===== config.mk =====
export PLATFORM = sky130hd
export DESIGN_NAME = rml_top
export DESIGN_NICKNAME = d
export VERILOG_FILES = /design/src/hdl/rml_pkg.sv /design/src/hdl/rml_mode_ctrl.sv /design/src/hdl/rml_sync.sv /design/src/hdl/rml_top.sv
export VERILOG_INCLUDE_DIRS = /design/src /design/src/hdl
export SDC_FILE = /design/constraint.sdc
export NUM_CORES = 1
export LEC_CHECK = 0
export ABC_AREA = 0
export BUFFER_PORTS_ARGS = -buffer_cell sky130_fd_sc_hd__buf_2
export CORE_AREA = 2 2 66 68
export DETAILED_ROUTE_END_ITERATION = 6
export DIE_AREA = 0 0 68 70
export PLACE_DENSITY_LB_ADDON = 0.2
export SYNTH_ARGS = -nofsm -noshare
export SYNTH_HDL_FRONTEND = slang
export SYNTH_HIERARCHICAL = 1
export SYNTH_SLANG_ARGS = --single-unit

===== constraint.sdc =====
create_clock -name clk -period 1.54 [get_ports clk]
set_clock_uncertainty 0.15 [all_clocks]
set_input_delay 0.231 -clock clk [delete_from_list [all_inputs] [get_ports clk]]
set_output_delay 0.231 -clock clk [all_outputs]
set_load 0.01 [all_outputs]

===== src/hdl/rml_cfg.svh =====
`ifndef RML_CFG_SVH
`define RML_CFG_SVH

`define RML_ADDR_W     12
`define RML_OFF_CTRL   12'h000
`define RML_OFF_ISTAT  12'h004
`define RML_OFF_IMASK  12'h008
`define RML_OFF_MODE   12'h00C

`define RML_BIT_FLAG   0
`define RML_BIT_EN     1
`define RML_BIT_STAT   2
`define RML_CTRL_W     8

`define RML_IEV_DROP   0
`define RML_IEV_MODE   1
`define RML_IEV_W      2
`define RML_IMASK_RST  2'h0

`define RML_SYNC_W     7

`endif


===== src/hdl/rml_pkg.sv =====
`include "rml_cfg.svh"
`default_nettype none

package rml_pkg;

  typedef logic [`RML_ADDR_W-1:0] rml_addr_t;

  typedef enum logic [2:0] {
    MODE_SHUT = 3'b001,
    MODE_FULL = 3'b010,
    MODE_RED  = 3'b100
  } rml_mode_e;

endpackage : rml_pkg

`default_nettype wire


===== src/hdl/rml_mode_ctrl.sv =====
`default_nettype none

module rml_mode_ctrl
  import rml_pkg::*;
(
  input  wire logic          clk,
  input  wire logic          reset_n,
  input  wire logic          regulator_enable_input,
  input  wire logic          mcu_stop,
  output rml_pkg::rml_mode_e mode
);

  rml_mode_e next_mode;

  always_comb begin
    case (mode)
      MODE_SHUT, MODE_FULL, MODE_RED: begin
        if (!regulator_enable_input) begin
          next_mode = MODE_SHUT;
        end else if (mcu_stop) begin
          next_mode = MODE_RED;
        end else begin
          next_mode = MODE_FULL;
        end
      end
      default: begin
        next_mode = MODE_SHUT;
      end
    endcase
  end

  // Shutdown is the safe start: detector and drop reset stay off
  always_ff @(posedge clk or negedge reset_n) begin
    if (!reset_n) begin
      mode <= MODE_SHUT;
    end else begin
      mode <= next_mode;
    end
  end
endmodule : rml_mode_ctrl

`default_nettype wire


===== src/hdl/rml_sync.sv =====
`default_nettype none

module rml_sync #(
  parameter int W = 1
) (
  input  wire logic         clk,
  input  wire logic         reset_n,
  input  wire logic [W-1:0] din,
  output logic      [W-1:0] dout
);

  logic [W-1:0] stage1;

  // First stage feeds only the second
  always_ff @(posedge clk or negedge reset_n) begin
    if (!reset_n) begin
      stage1 <= '0;
      dout   <= '0;
    end else begin
      stage1 <= din;
      dout   <= stage1;
    end
  end

endmodule : rml_sync

`default_nettype wire


===== src/hdl/rml_top.sv =====
// What this block does
// - The low-voltage status bit at bit 2 is read-only, follows the comparator, ignores writes.
// - The status bit sets below the assert level, clears above the deassert level, and reads 1 only in full mode.
// - The interrupt flag at bit 0 is set whenever the status bit changes, either way.
// - The interrupt flag clears only by writing 1 to it; writing 0 leaves it alone.
// - The interrupt request is raised while the flag is set and the enable at bit 1 is 1.
// - Entering reduced power mode does not clear the interrupt flag.
// - The detector updates only in full performance mode and is idle otherwise.
// - The power-up reset is high while the core supply is below threshold, in every mode.
// - The drop reset follows assert and deassert levels and works only in full mode.
// - Shutdown mode is held while the regulator enable input is low.
// - Reduced power mode is used while the MCU is stopped, full performance otherwise.
//
// The APB register port was chosen for this implementation.
`include "rml_cfg.svh"
`default_nettype none

module rml_top
  import rml_pkg::*;
(
  input  wire logic              clk,
  input  wire logic              reset_n,
  input  wire logic              psel,
  input  wire logic              penable,
  input  wire logic              pwrite,
  input  wire rml_pkg::rml_addr_t paddr,
  input  wire logic [31:0]       pwdata,
  output logic      [31:0]       prdata,
  output logic                   pready,
  output logic                   pslverr,
  input  wire logic              vdda_below_assert,
  input  wire logic              vdda_above_deassert,
  input  wire logic              vdd_below_por,
  input  wire logic              vdd_below_drop_assert,
  input  wire logic              vdd_above_drop_deassert,
  input  wire logic              regulator_enable_input,
  input  wire logic              mcu_stop,
  output logic                   low_voltage_interrupt,
  output logic                   irq,
  output logic                   power_up_reset,
  output logic                   supply_drop_reset,
  output logic                   full_performance_mode,
  output logic                   reduced_power_mode,
  output logic                   shutdown_mode
);

  ////////////////////////////////////////////////////////////////////////////
  // Input synchronisers and mode control

  logic [`RML_SYNC_W-1:0] sync_out;
  logic                   lv_below_s;
  logic                   lv_above_s;
  logic                   por_s;
  logic                   drop_below_s;
  logic                   drop_above_s;
  logic                   en_s;
  logic                   stop_s;
  rml_mode_e              mode;
  logic                   mode_full;

  rml_sync #(
    .W (`RML_SYNC_W)
  ) u_sync (
    .clk     (clk),
    .reset_n (reset_n),
    .din     ({mcu_stop, regulator_enable_input, vdd_above_drop_deassert,
                vdd_below_drop_assert, vdd_below_por, vdda_above_deassert,
                vdda_below_assert}),
    .dout    (sync_out)
  );

  assign lv_below_s   = sync_out[0];
  assign lv_above_s   = sync_out[1];
  assign por_s        = sync_out[2];
  assign drop_below_s = sync_out[3];
  assign drop_above_s = sync_out[4];
  assign en_s         = sync_out[5];
  assign stop_s       = sync_out[6];

  rml_mode_ctrl u_mode (
    .clk                    (clk),
    .reset_n                (reset_n),
    .regulator_enable_input (en_s),
    .mcu_stop               (stop_s),
    .mode                   (mode)
  );

  assign mode_full = (mode == MODE_FULL);

  ////////////////////////////////////////////////////////////////////////////
  // Register bus decode

  function automatic logic addr_hit(input rml_addr_t a, input rml_addr_t off);
    addr_hit = (a == off);
  endfunction : addr_hit

  logic acc;
  logic commit;
  logic wr_ctl;
  logic wr_istat;
  logic wr_imask;
  logic mapped;

  // Answer one cycle into the access phase; writes land on the pready edge
  assign acc      = psel & penable & ~pready;
  assign commit   = psel & penable & pready & pwrite;
  assign wr_ctl   = commit & addr_hit(paddr, `RML_OFF_CTRL);
  assign wr_istat = commit & addr_hit(paddr, `RML_OFF_ISTAT);
  assign wr_imask = commit & addr_hit(paddr, `RML_OFF_IMASK);
  assign mapped   = addr_hit(paddr, `RML_OFF_CTRL) | addr_hit(paddr, `RML_OFF_ISTAT) |
                    addr_hit(paddr, `RML_OFF_IMASK) | addr_hit(paddr, `RML_OFF_MODE);

  ////////////////////////////////////////////////////////////////////////////
  // Detector, resets, flags and outputs

  logic                  lv_status;
  logic                  lv_enable;
  logic                  lv_flag;
  logic                  drop;
  logic [`RML_IEV_W-1:0] istat;
  logic [`RML_IEV_W-1:0] imask;
  rml_mode_e             mode_prev;

  logic                  next_lv_status;
  logic                  next_lv_enable;
  logic                  next_lv_flag;
  logic                  next_drop;
  logic [`RML_IEV_W-1:0] next_istat;
  logic [`RML_IEV_W-1:0] next_imask;
  logic [`RML_IEV_W-1:0] events;
  logic [31:0]           next_prdata;
  logic                  next_pready;
  logic                  next_pslverr;
  logic                  next_lvi;
  logic                  next_irq;
  logic [`RML_CTRL_W-1:0] ctrl_rd;

  always_comb begin
    // Hysteresis between the two comparator levels; cleared outside full mode
    next_lv_status = 1'b0;
    if (mode_full) begin
      if (lv_below_s) begin
        next_lv_status = 1'b1;
      end else if (lv_above_s) begin
        next_lv_status = 1'b0;
      end else begin
        next_lv_status = lv_status;
      end
    end

    next_drop = 1'b0;
    if (mode_full) begin
      if (drop_below_s) begin
        next_drop = 1'b1;
      end else if (drop_above_s) begin
        next_drop = 1'b0;
      end else begin
        next_drop = drop;
      end
    end

    next_lv_enable = wr_ctl ? pwdata[`RML_BIT_EN] : lv_enable;
    // Set beats clear; mode changes never clear the flag
    next_lv_flag = (lv_flag & ~(wr_ctl & pwdata[`RML_BIT_FLAG]))
                   | (next_lv_status != lv_status);

    events[`RML_IEV_DROP] = next_drop & ~drop;
    events[`RML_IEV_MODE] = (mode != mode_prev);
    next_istat = (istat & ~(wr_istat ? pwdata[`RML_IEV_W-1:0] : '0)) | events;
    next_imask = wr_imask ? pwdata[`RML_IEV_W-1:0] : imask;

    next_lvi = lv_flag & lv_enable;
    next_irq = next_lvi | (|(istat & imask));

    ctrl_rd                  = '0;
    ctrl_rd[`RML_BIT_STAT]   = lv_status;
    ctrl_rd[`RML_BIT_EN]     = lv_enable;
    ctrl_rd[`RML_BIT_FLAG]   = lv_flag;

    next_pready  = acc;
    next_pslverr = acc & ~mapped;
    next_prdata  = '0;
    if (acc && !pwrite) begin
      if (addr_hit(paddr, `RML_OFF_CTRL)) begin
        next_prdata = {24'h000000, ctrl_rd};
      end else if (addr_hit(paddr, `RML_OFF_ISTAT)) begin
        next_prdata = {30'h0, istat};
      end else if (addr_hit(paddr, `RML_OFF_IMASK)) begin
        next_prdata = {30'h0, imask};
      end else if (addr_hit(paddr, `RML_OFF_MODE)) begin
        next_prdata = {29'h0, mode};
      end
    end
  end

  always_ff @(posedge clk or negedge reset_n) begin
    if (!reset_n) begin
      lv_status             <= 1'b0;
      lv_enable             <= 1'b0;
      lv_flag               <= 1'b0;
      drop                  <= 1'b0;
      istat                 <= '0;
      imask                 <= `RML_IMASK_RST;
      mode_prev             <= MODE_SHUT;
      prdata                <= '0;
      pready                <= 1'b0;
      pslverr               <= 1'b0;
      low_voltage_interrupt <= 1'b0;
      irq                   <= 1'b0;
      power_up_reset        <= 1'b1;
      supply_drop_reset     <= 1'b0;
      full_performance_mode <= 1'b0;
      reduced_power_mode    <= 1'b0;
      shutdown_mode         <= 1'b1;
    end else begin
      lv_status             <= next_lv_status;
      lv_enable             <= next_lv_enable;
      lv_flag               <= next_lv_flag;
      drop                  <= next_drop;
      istat                 <= next_istat;
      imask                 <= next_imask;
      mode_prev             <= mode;
      prdata                <= next_prdata;
      pready                <= next_pready;
      pslverr               <= next_pslverr;
      low_voltage_interrupt <= next_lvi;
      irq                   <= next_irq;
      power_up_reset        <= por_s;
      supply_drop_reset     <= drop;
      full_performance_mode <= mode_full;
      reduced_power_mode    <= (mode == MODE_RED);
      shutdown_mode         <= (mode == MODE_SHUT);
    end
  end
endmodule : rml_top

`default_nettype wire


After elaboration in Yosys (flattened, before gate mapping). Cells that the tools add are included.

Bits in registers: 69. Bits of input ports: 56. Output and inout bits: 41. Logic and storage cells: 73.

Bitwise gates (word level): 25. Equal/unequal tests: 8. Mux-type cells: 15. Reductions and logical operators: 5.

Operators with widths (count): == test 12 x 4 -> 1 bit, second input constant (2); two-way mux 3 bit (8); bitwise AND 1 bit (12); == test 12 x 3 -> 1 bit, second input constant (1); logical NOT 12 bit (1); two-way mux 1 bit (6); OR 1 bit (5); bitwise AND 2 bit (2); NOT 1 bit (4); == test 3 x 1 -> 1 bit, second input constant (1); == test 3 x 2 -> 1 bit, second input constant (1); == test 3 bit, second input constant (1); inequality test 3 bit (1); OR reduction 3 bit (1); two-way mux 2 bit (1); NOT 2 bit (1); OR 2 bit (1); OR reduction 2 bit (1); logical AND 1 bit (1); logical NOT 1 bit (1); inequality test 1 bit (1).

Logic depth before layout (Yosys ltp).
Depth after elaboration: 8. Depth in mapped cells: 5. Gate-level depth less buffers: 5.

By module. Netlist, hierarchy kept.

Modules (own cells, without submodules): rml_top (area an instance 1196.1 um^2, cells each 108, sequential area each 579.3 um^2, instances 1); rml_sync (area an instance 350.3 um^2, cells each 14, sequential area each 350.3 um^2, instances 1); rml_mode_ctrl (area an instance 141.4 um^2, cells each 12, sequential area each 76.3 um^2, instances 1).

Least setup slack after synthesis. OpenSTA, ideal clock, no wires.

Path type: input port to flip-flop. Start point: input paddr[5]. End point: register imask[0]. Setup slack: 0.005 ns. Stages on the path: 4. Required time: 1.265 ns. Buffers on the path: 0. Library setup time: 0.125 ns. Arrival time: 1.260 ns. Path through: nor4_4 -> nand3_1 -> and4bb_4 -> mux2_4.

Cells in the longest elaborated chain, start to end: 2.

RTL lines: start, declared (line rml_top.sv:26) `input wire rml_pkg::rml_addr_t paddr,`; == test 12 x 4 -> 1 bit (line rml_top.sv:94) `addr_hit = (a == off);`; bitwise AND 1 bit (line rml_top.sv:109) `` assign wr_imask = commit & addr_hit(paddr, `RML_OFF_IMASK); ``; end signal, assigned (line rml_top.sv:203) `` imask <= `RML_IMASK_RST; ``; end signal, assigned (line rml_top.sv:221) `imask <= next_imask;`; end, declared (line rml_top.sv:121) `` logic [`RML_IEV_W-1:0] imask; ``.

No other way between the ends. A chain may end at the register's enable or synchronous reset.

Worst setup path in the final report.
Start point: register pready. End point: register imask[1].

Cells in the longest elaborated chain, start to end: 3.

RTL lines: start, declared (line rml_top.sv:29) `output logic pready,`; start signal, assigned (line rml_top.sv:224) `pready <= next_pready;`; bitwise AND 1 bit (2 in a row) (line rml_top.sv:106) `assign commit = psel & penable & pready & pwrite;`; bitwise AND 1 bit (line rml_top.sv:109).

No other way between the ends.

==> flow_summary_export.csv <==
group,metric,value,unit
global_routing,grt-ovfl-total,0,
global_routing,grt_max_degree,24,
routing,routed_via_density,4.457,
worst_setup_path,crit_fanout,4,
power_and_ir_drop,p_leak,1.017,nW
timing,clock.fmax,0.6566,GHz
routing,routed_wirelength,2880,µm
timing,finalCriticalPeriod,1.523,ns
worst_setup_path,cp.buffers_inverters,0,
synthesis,synth_area,1688,µm²
placement,routabilityCongestion,0.8869,
layout,nets,248,
routing,drc,0,
power_and_ir_drop,p_int,1.632,mW
power_and_ir_drop,seqPwrFrac,55.8,%
cts,cts-root-buf,"clkbuf_8",
timing,rsz0062_at_grt,"yes",
power_and_ir_drop,p_total,2.192,mW
worst_setup_path,critPathLaunchType,"register",
floorplan,std_cell_rows,24,
placement,place_hpwl,2109,µm
worst_setup_path,critPathMaxStageDelay,0.39,ns
layout,area_delta_synth_final,22.39,%
global_routing,grt_pass1_vias,1066,
outcome,status,"complete, no violations",
global_routing,grt_pass1_wl,4519,µm
layout,drive_above_1_share,34.20,%
timing,report.final.hold_viol_count,0,
routing,first_pass_iters,4,
job,cap_violations,0,
worst_setup_path,worst_ep_arrival_time,1.55,ns
power_and_ir_drop,peakVddDrop,0.0006426,V
floorplan,core_area,4144,µm²
synthesis,yosysWarnings,6,
power_and_ir_drop,p_switching,0.5598,mW
synthesis,synth_cell_types,31,
worst_setup_path,cp_slowest_cell,"dfrtp_1",
floorplan,pin_count,97,
cts,clkTransAtPathRegs,0.07,ns
cts,htree_num_levels,2,
synthesis,synth_cells,134,
floorplan,die_h,70,µm
power_and_ir_drop,p_comb_share,14.7,%
global_routing,antenna_found_initial,0,
floorplan,die-width,68,µm
timing,setup_violations,0,
placement,placedInstanceArea,1891,µm²
worst_setup_path,path_delay_family,"simple AND/OR/NAND/NOR gates",
floorplan,start_util,40.73,%
worst_setup_path,crit_path_end_kind,"register",
routing,wl_per_cell,11.76,µm
timing,setup_tns,0,ns
cts,numCtsBuffers,5,
synthesis,synth-seq-area-share,59.60,%
floorplan,die-area,4760,µm²
routing,detail-route-antenna-nets,0,
power_and_ir_drop,powerDensity,1061,nW/µm²
routing,initialDrtViolationCount,34,
worst_setup_path,path_cells,"and4_2 > and4bb_4 > mux2_4",
worst_setup_path,path_class,"reg -> reg",
synthesis,synth-seq-cells,40,
cts,tritoncts,"done",
placement,io_buffers,37,
synthesis,synth_area_per_cell,12.60,µm²
layout,final_area,2066,µm²
worst_setup_path,crit_required,1.57,ns
cts,cts.sinks,40,
global_routing,grt.total_usage,12.80,%
power_and_ir_drop,pwr-share-clk,29.5,%
cts,cts_max_path_buffers,2,
power_and_ir_drop,sw_frac_of_total,25.54,%
cts,clock_latency,0.29,ns
routing,num_vias,1092,
layout,antennaDiodeCount,0,
timing,drv_slew,0,
hold_path,min_path_type,"in -> reg",
timing,period_share,98.90,%
==> power groups by stage <==
stage	clock, mW	combinational (mW)	sequential [mW]
6_report	0.646	0.322	1.22
5_1_grt	0.732	0.360	1.24
4_1_cts	0.680	0.321	1.23
3_5_place_dp	0	0.304	1.24
3_3_place_gp	0	0.296	1.24
2_1_floorplan	0	0.207	1.25
==> worst reg2reg max path: cells and delay by family (launching register included) <==
family / cells / cell delay (ns)
simple gates: 2 / 0.58
flops: 1 / 0.39
mux: 1 / 0.30
==> logic make-up after synthesis <==
group	count (synthesis)	synth area share, %
other cells	1	0.2222
xor+xnor	4	2.075
compound gates	17	6.524
simple gates	32	13.71
flops	40	59.60
buf+inv	35	14.23
mux	5	3.632
==> synthesized netlist by cell type <==
cell / number / area, µm²
a21oi_1: 6 / 30.03
a221oi_1: 1 / 8.760
and2_1: 1 / 6.260
and2_2: 1 / 7.510
and4_2: 1 / 10.01
and4bb_4: 1 / 16.27
buf_4: 29 / 217.7
conb_1: 1 / 3.750
dfrtp_1: 36 / 900.9
dfstp_2: 4 / 105.1
inv_1: 6 / 22.52
mux2_1: 1 / 11.26
mux2_4: 2 / 30.03
mux2i_1: 2 / 20.02
nand2_1: 5 / 18.77
nand3_1: 2 / 10.01
nand3b_1: 1 / 7.510
nand4_1: 4 / 25.02
nand4bb_1: 1 / 11.26
nor2_1: 6 / 22.52
nor2b_1: 2 / 12.51
nor3b_1: 3 / 22.52
nor4_4: 2 / 42.54
nor4bb_1: 1 / 10.01
o21ai_0: 4 / 20.02
o221a_2: 2 / 22.52
o22ai_1: 2 / 12.51
o31a_1: 1 / 8.760
o31ai_1: 1 / 7.510
or3b_1: 1 / 8.760
xnor2_1: 4 / 35.03
==> path summary, 6_finish.rpt <==
kind	startpoint	endpoint	slack [ns]	depth (start not counted)
hold reg to reg	u_sync/stage1[4]	u_sync/dout[4]	0.20	0
min in group asynchronous	reset_n	pready	0.25	2
setup / recovery	pready	imask[1]	0.02	3
setup reg to reg	pready	imask[1]	0.02	3
max in group asynchronous	reset_n	prdata[2]	0.54	3
hold / removal	penable	pready	0.04	3
==> metal layers <==
layer | GRT usage [%] | up-vias | routed length [µm]
li1 | - | 516 | -
met1 | 13.98 | 515 | 1106
met2 | 20.06 | 52 | 1423
met3 | 5.958 | 9 | 274
met4 | 7.111 | 0 | 76
met5 | 0 | - | 0
==> metrics by stage <==
stage | hold slack, ns | worst slack [ns] | util, % | std cells
final | 0.03725 | 0.01690 | 49.85 | 245
after global routing | 0.02544 | -0.01285 | 49.85 | 245
after CTS | 0.02802 | 0.004246 | 49.52 | 245
after detailed placement | 0.03259 | -0.1753 | 45.62 | 229
after global placement | 0.02346 | -0.1499 | 45.62 | 229
after floorplan | -0.2146 | 0.004658 | - | 162
==> flip-flops by register name, indices dropped and copies added, names as in the netlist, 2 cells and up <==
name	cells
imask	2
istat	2
mode_prev	3
prdata	3
u_mode/mode	3
u_sync/dout	7
u_sync/stage1	7
==> final cells by class <==
class / instances / area (µm²)
inverter: 6 / 22.52
clock inverter: 1 / 5.005
timing repair buffer: 52 / 330.3
multi-input combinational: 87 / 560.5
sequential: 40 / 1006
fill: 385 / 2078
tap: 52 / 65.06
clock buffer: 7 / 76.32
==> placed cells by master, fill, tap and decap left out, types with 3 or more instances in the layout <==
| cell | n |
|---|---|
| dfstp_2 | 4 |
| dfrtp_1 | 36 |
| nor2_1 | 6 |
| nand4_1 | 4 |
| dlygate4sd3_1 | 8 |
| clkbuf_8 | 5 |
| conb_1 | 29 |
| nor3b_1 | 3 |
| xnor2_1 | 4 |
| buf_2 | 37 |
| buf_4 | 6 |
| o21ai_0 | 4 |
| a21oi_1 | 4 |
| inv_1 | 6 |
| nand2_1 | 5 |
==> what timing repair did <==
action | 4_1_cts | 5_1_grt
buffers inserted | 0 | 0
hold buffers | 8 | 0
endpoints found under the hold margin | 20 | 0
endpoints found under the setup margin | 0 | 2
resized for setup | 0 | 3
(Power assumes the default switching activity.)
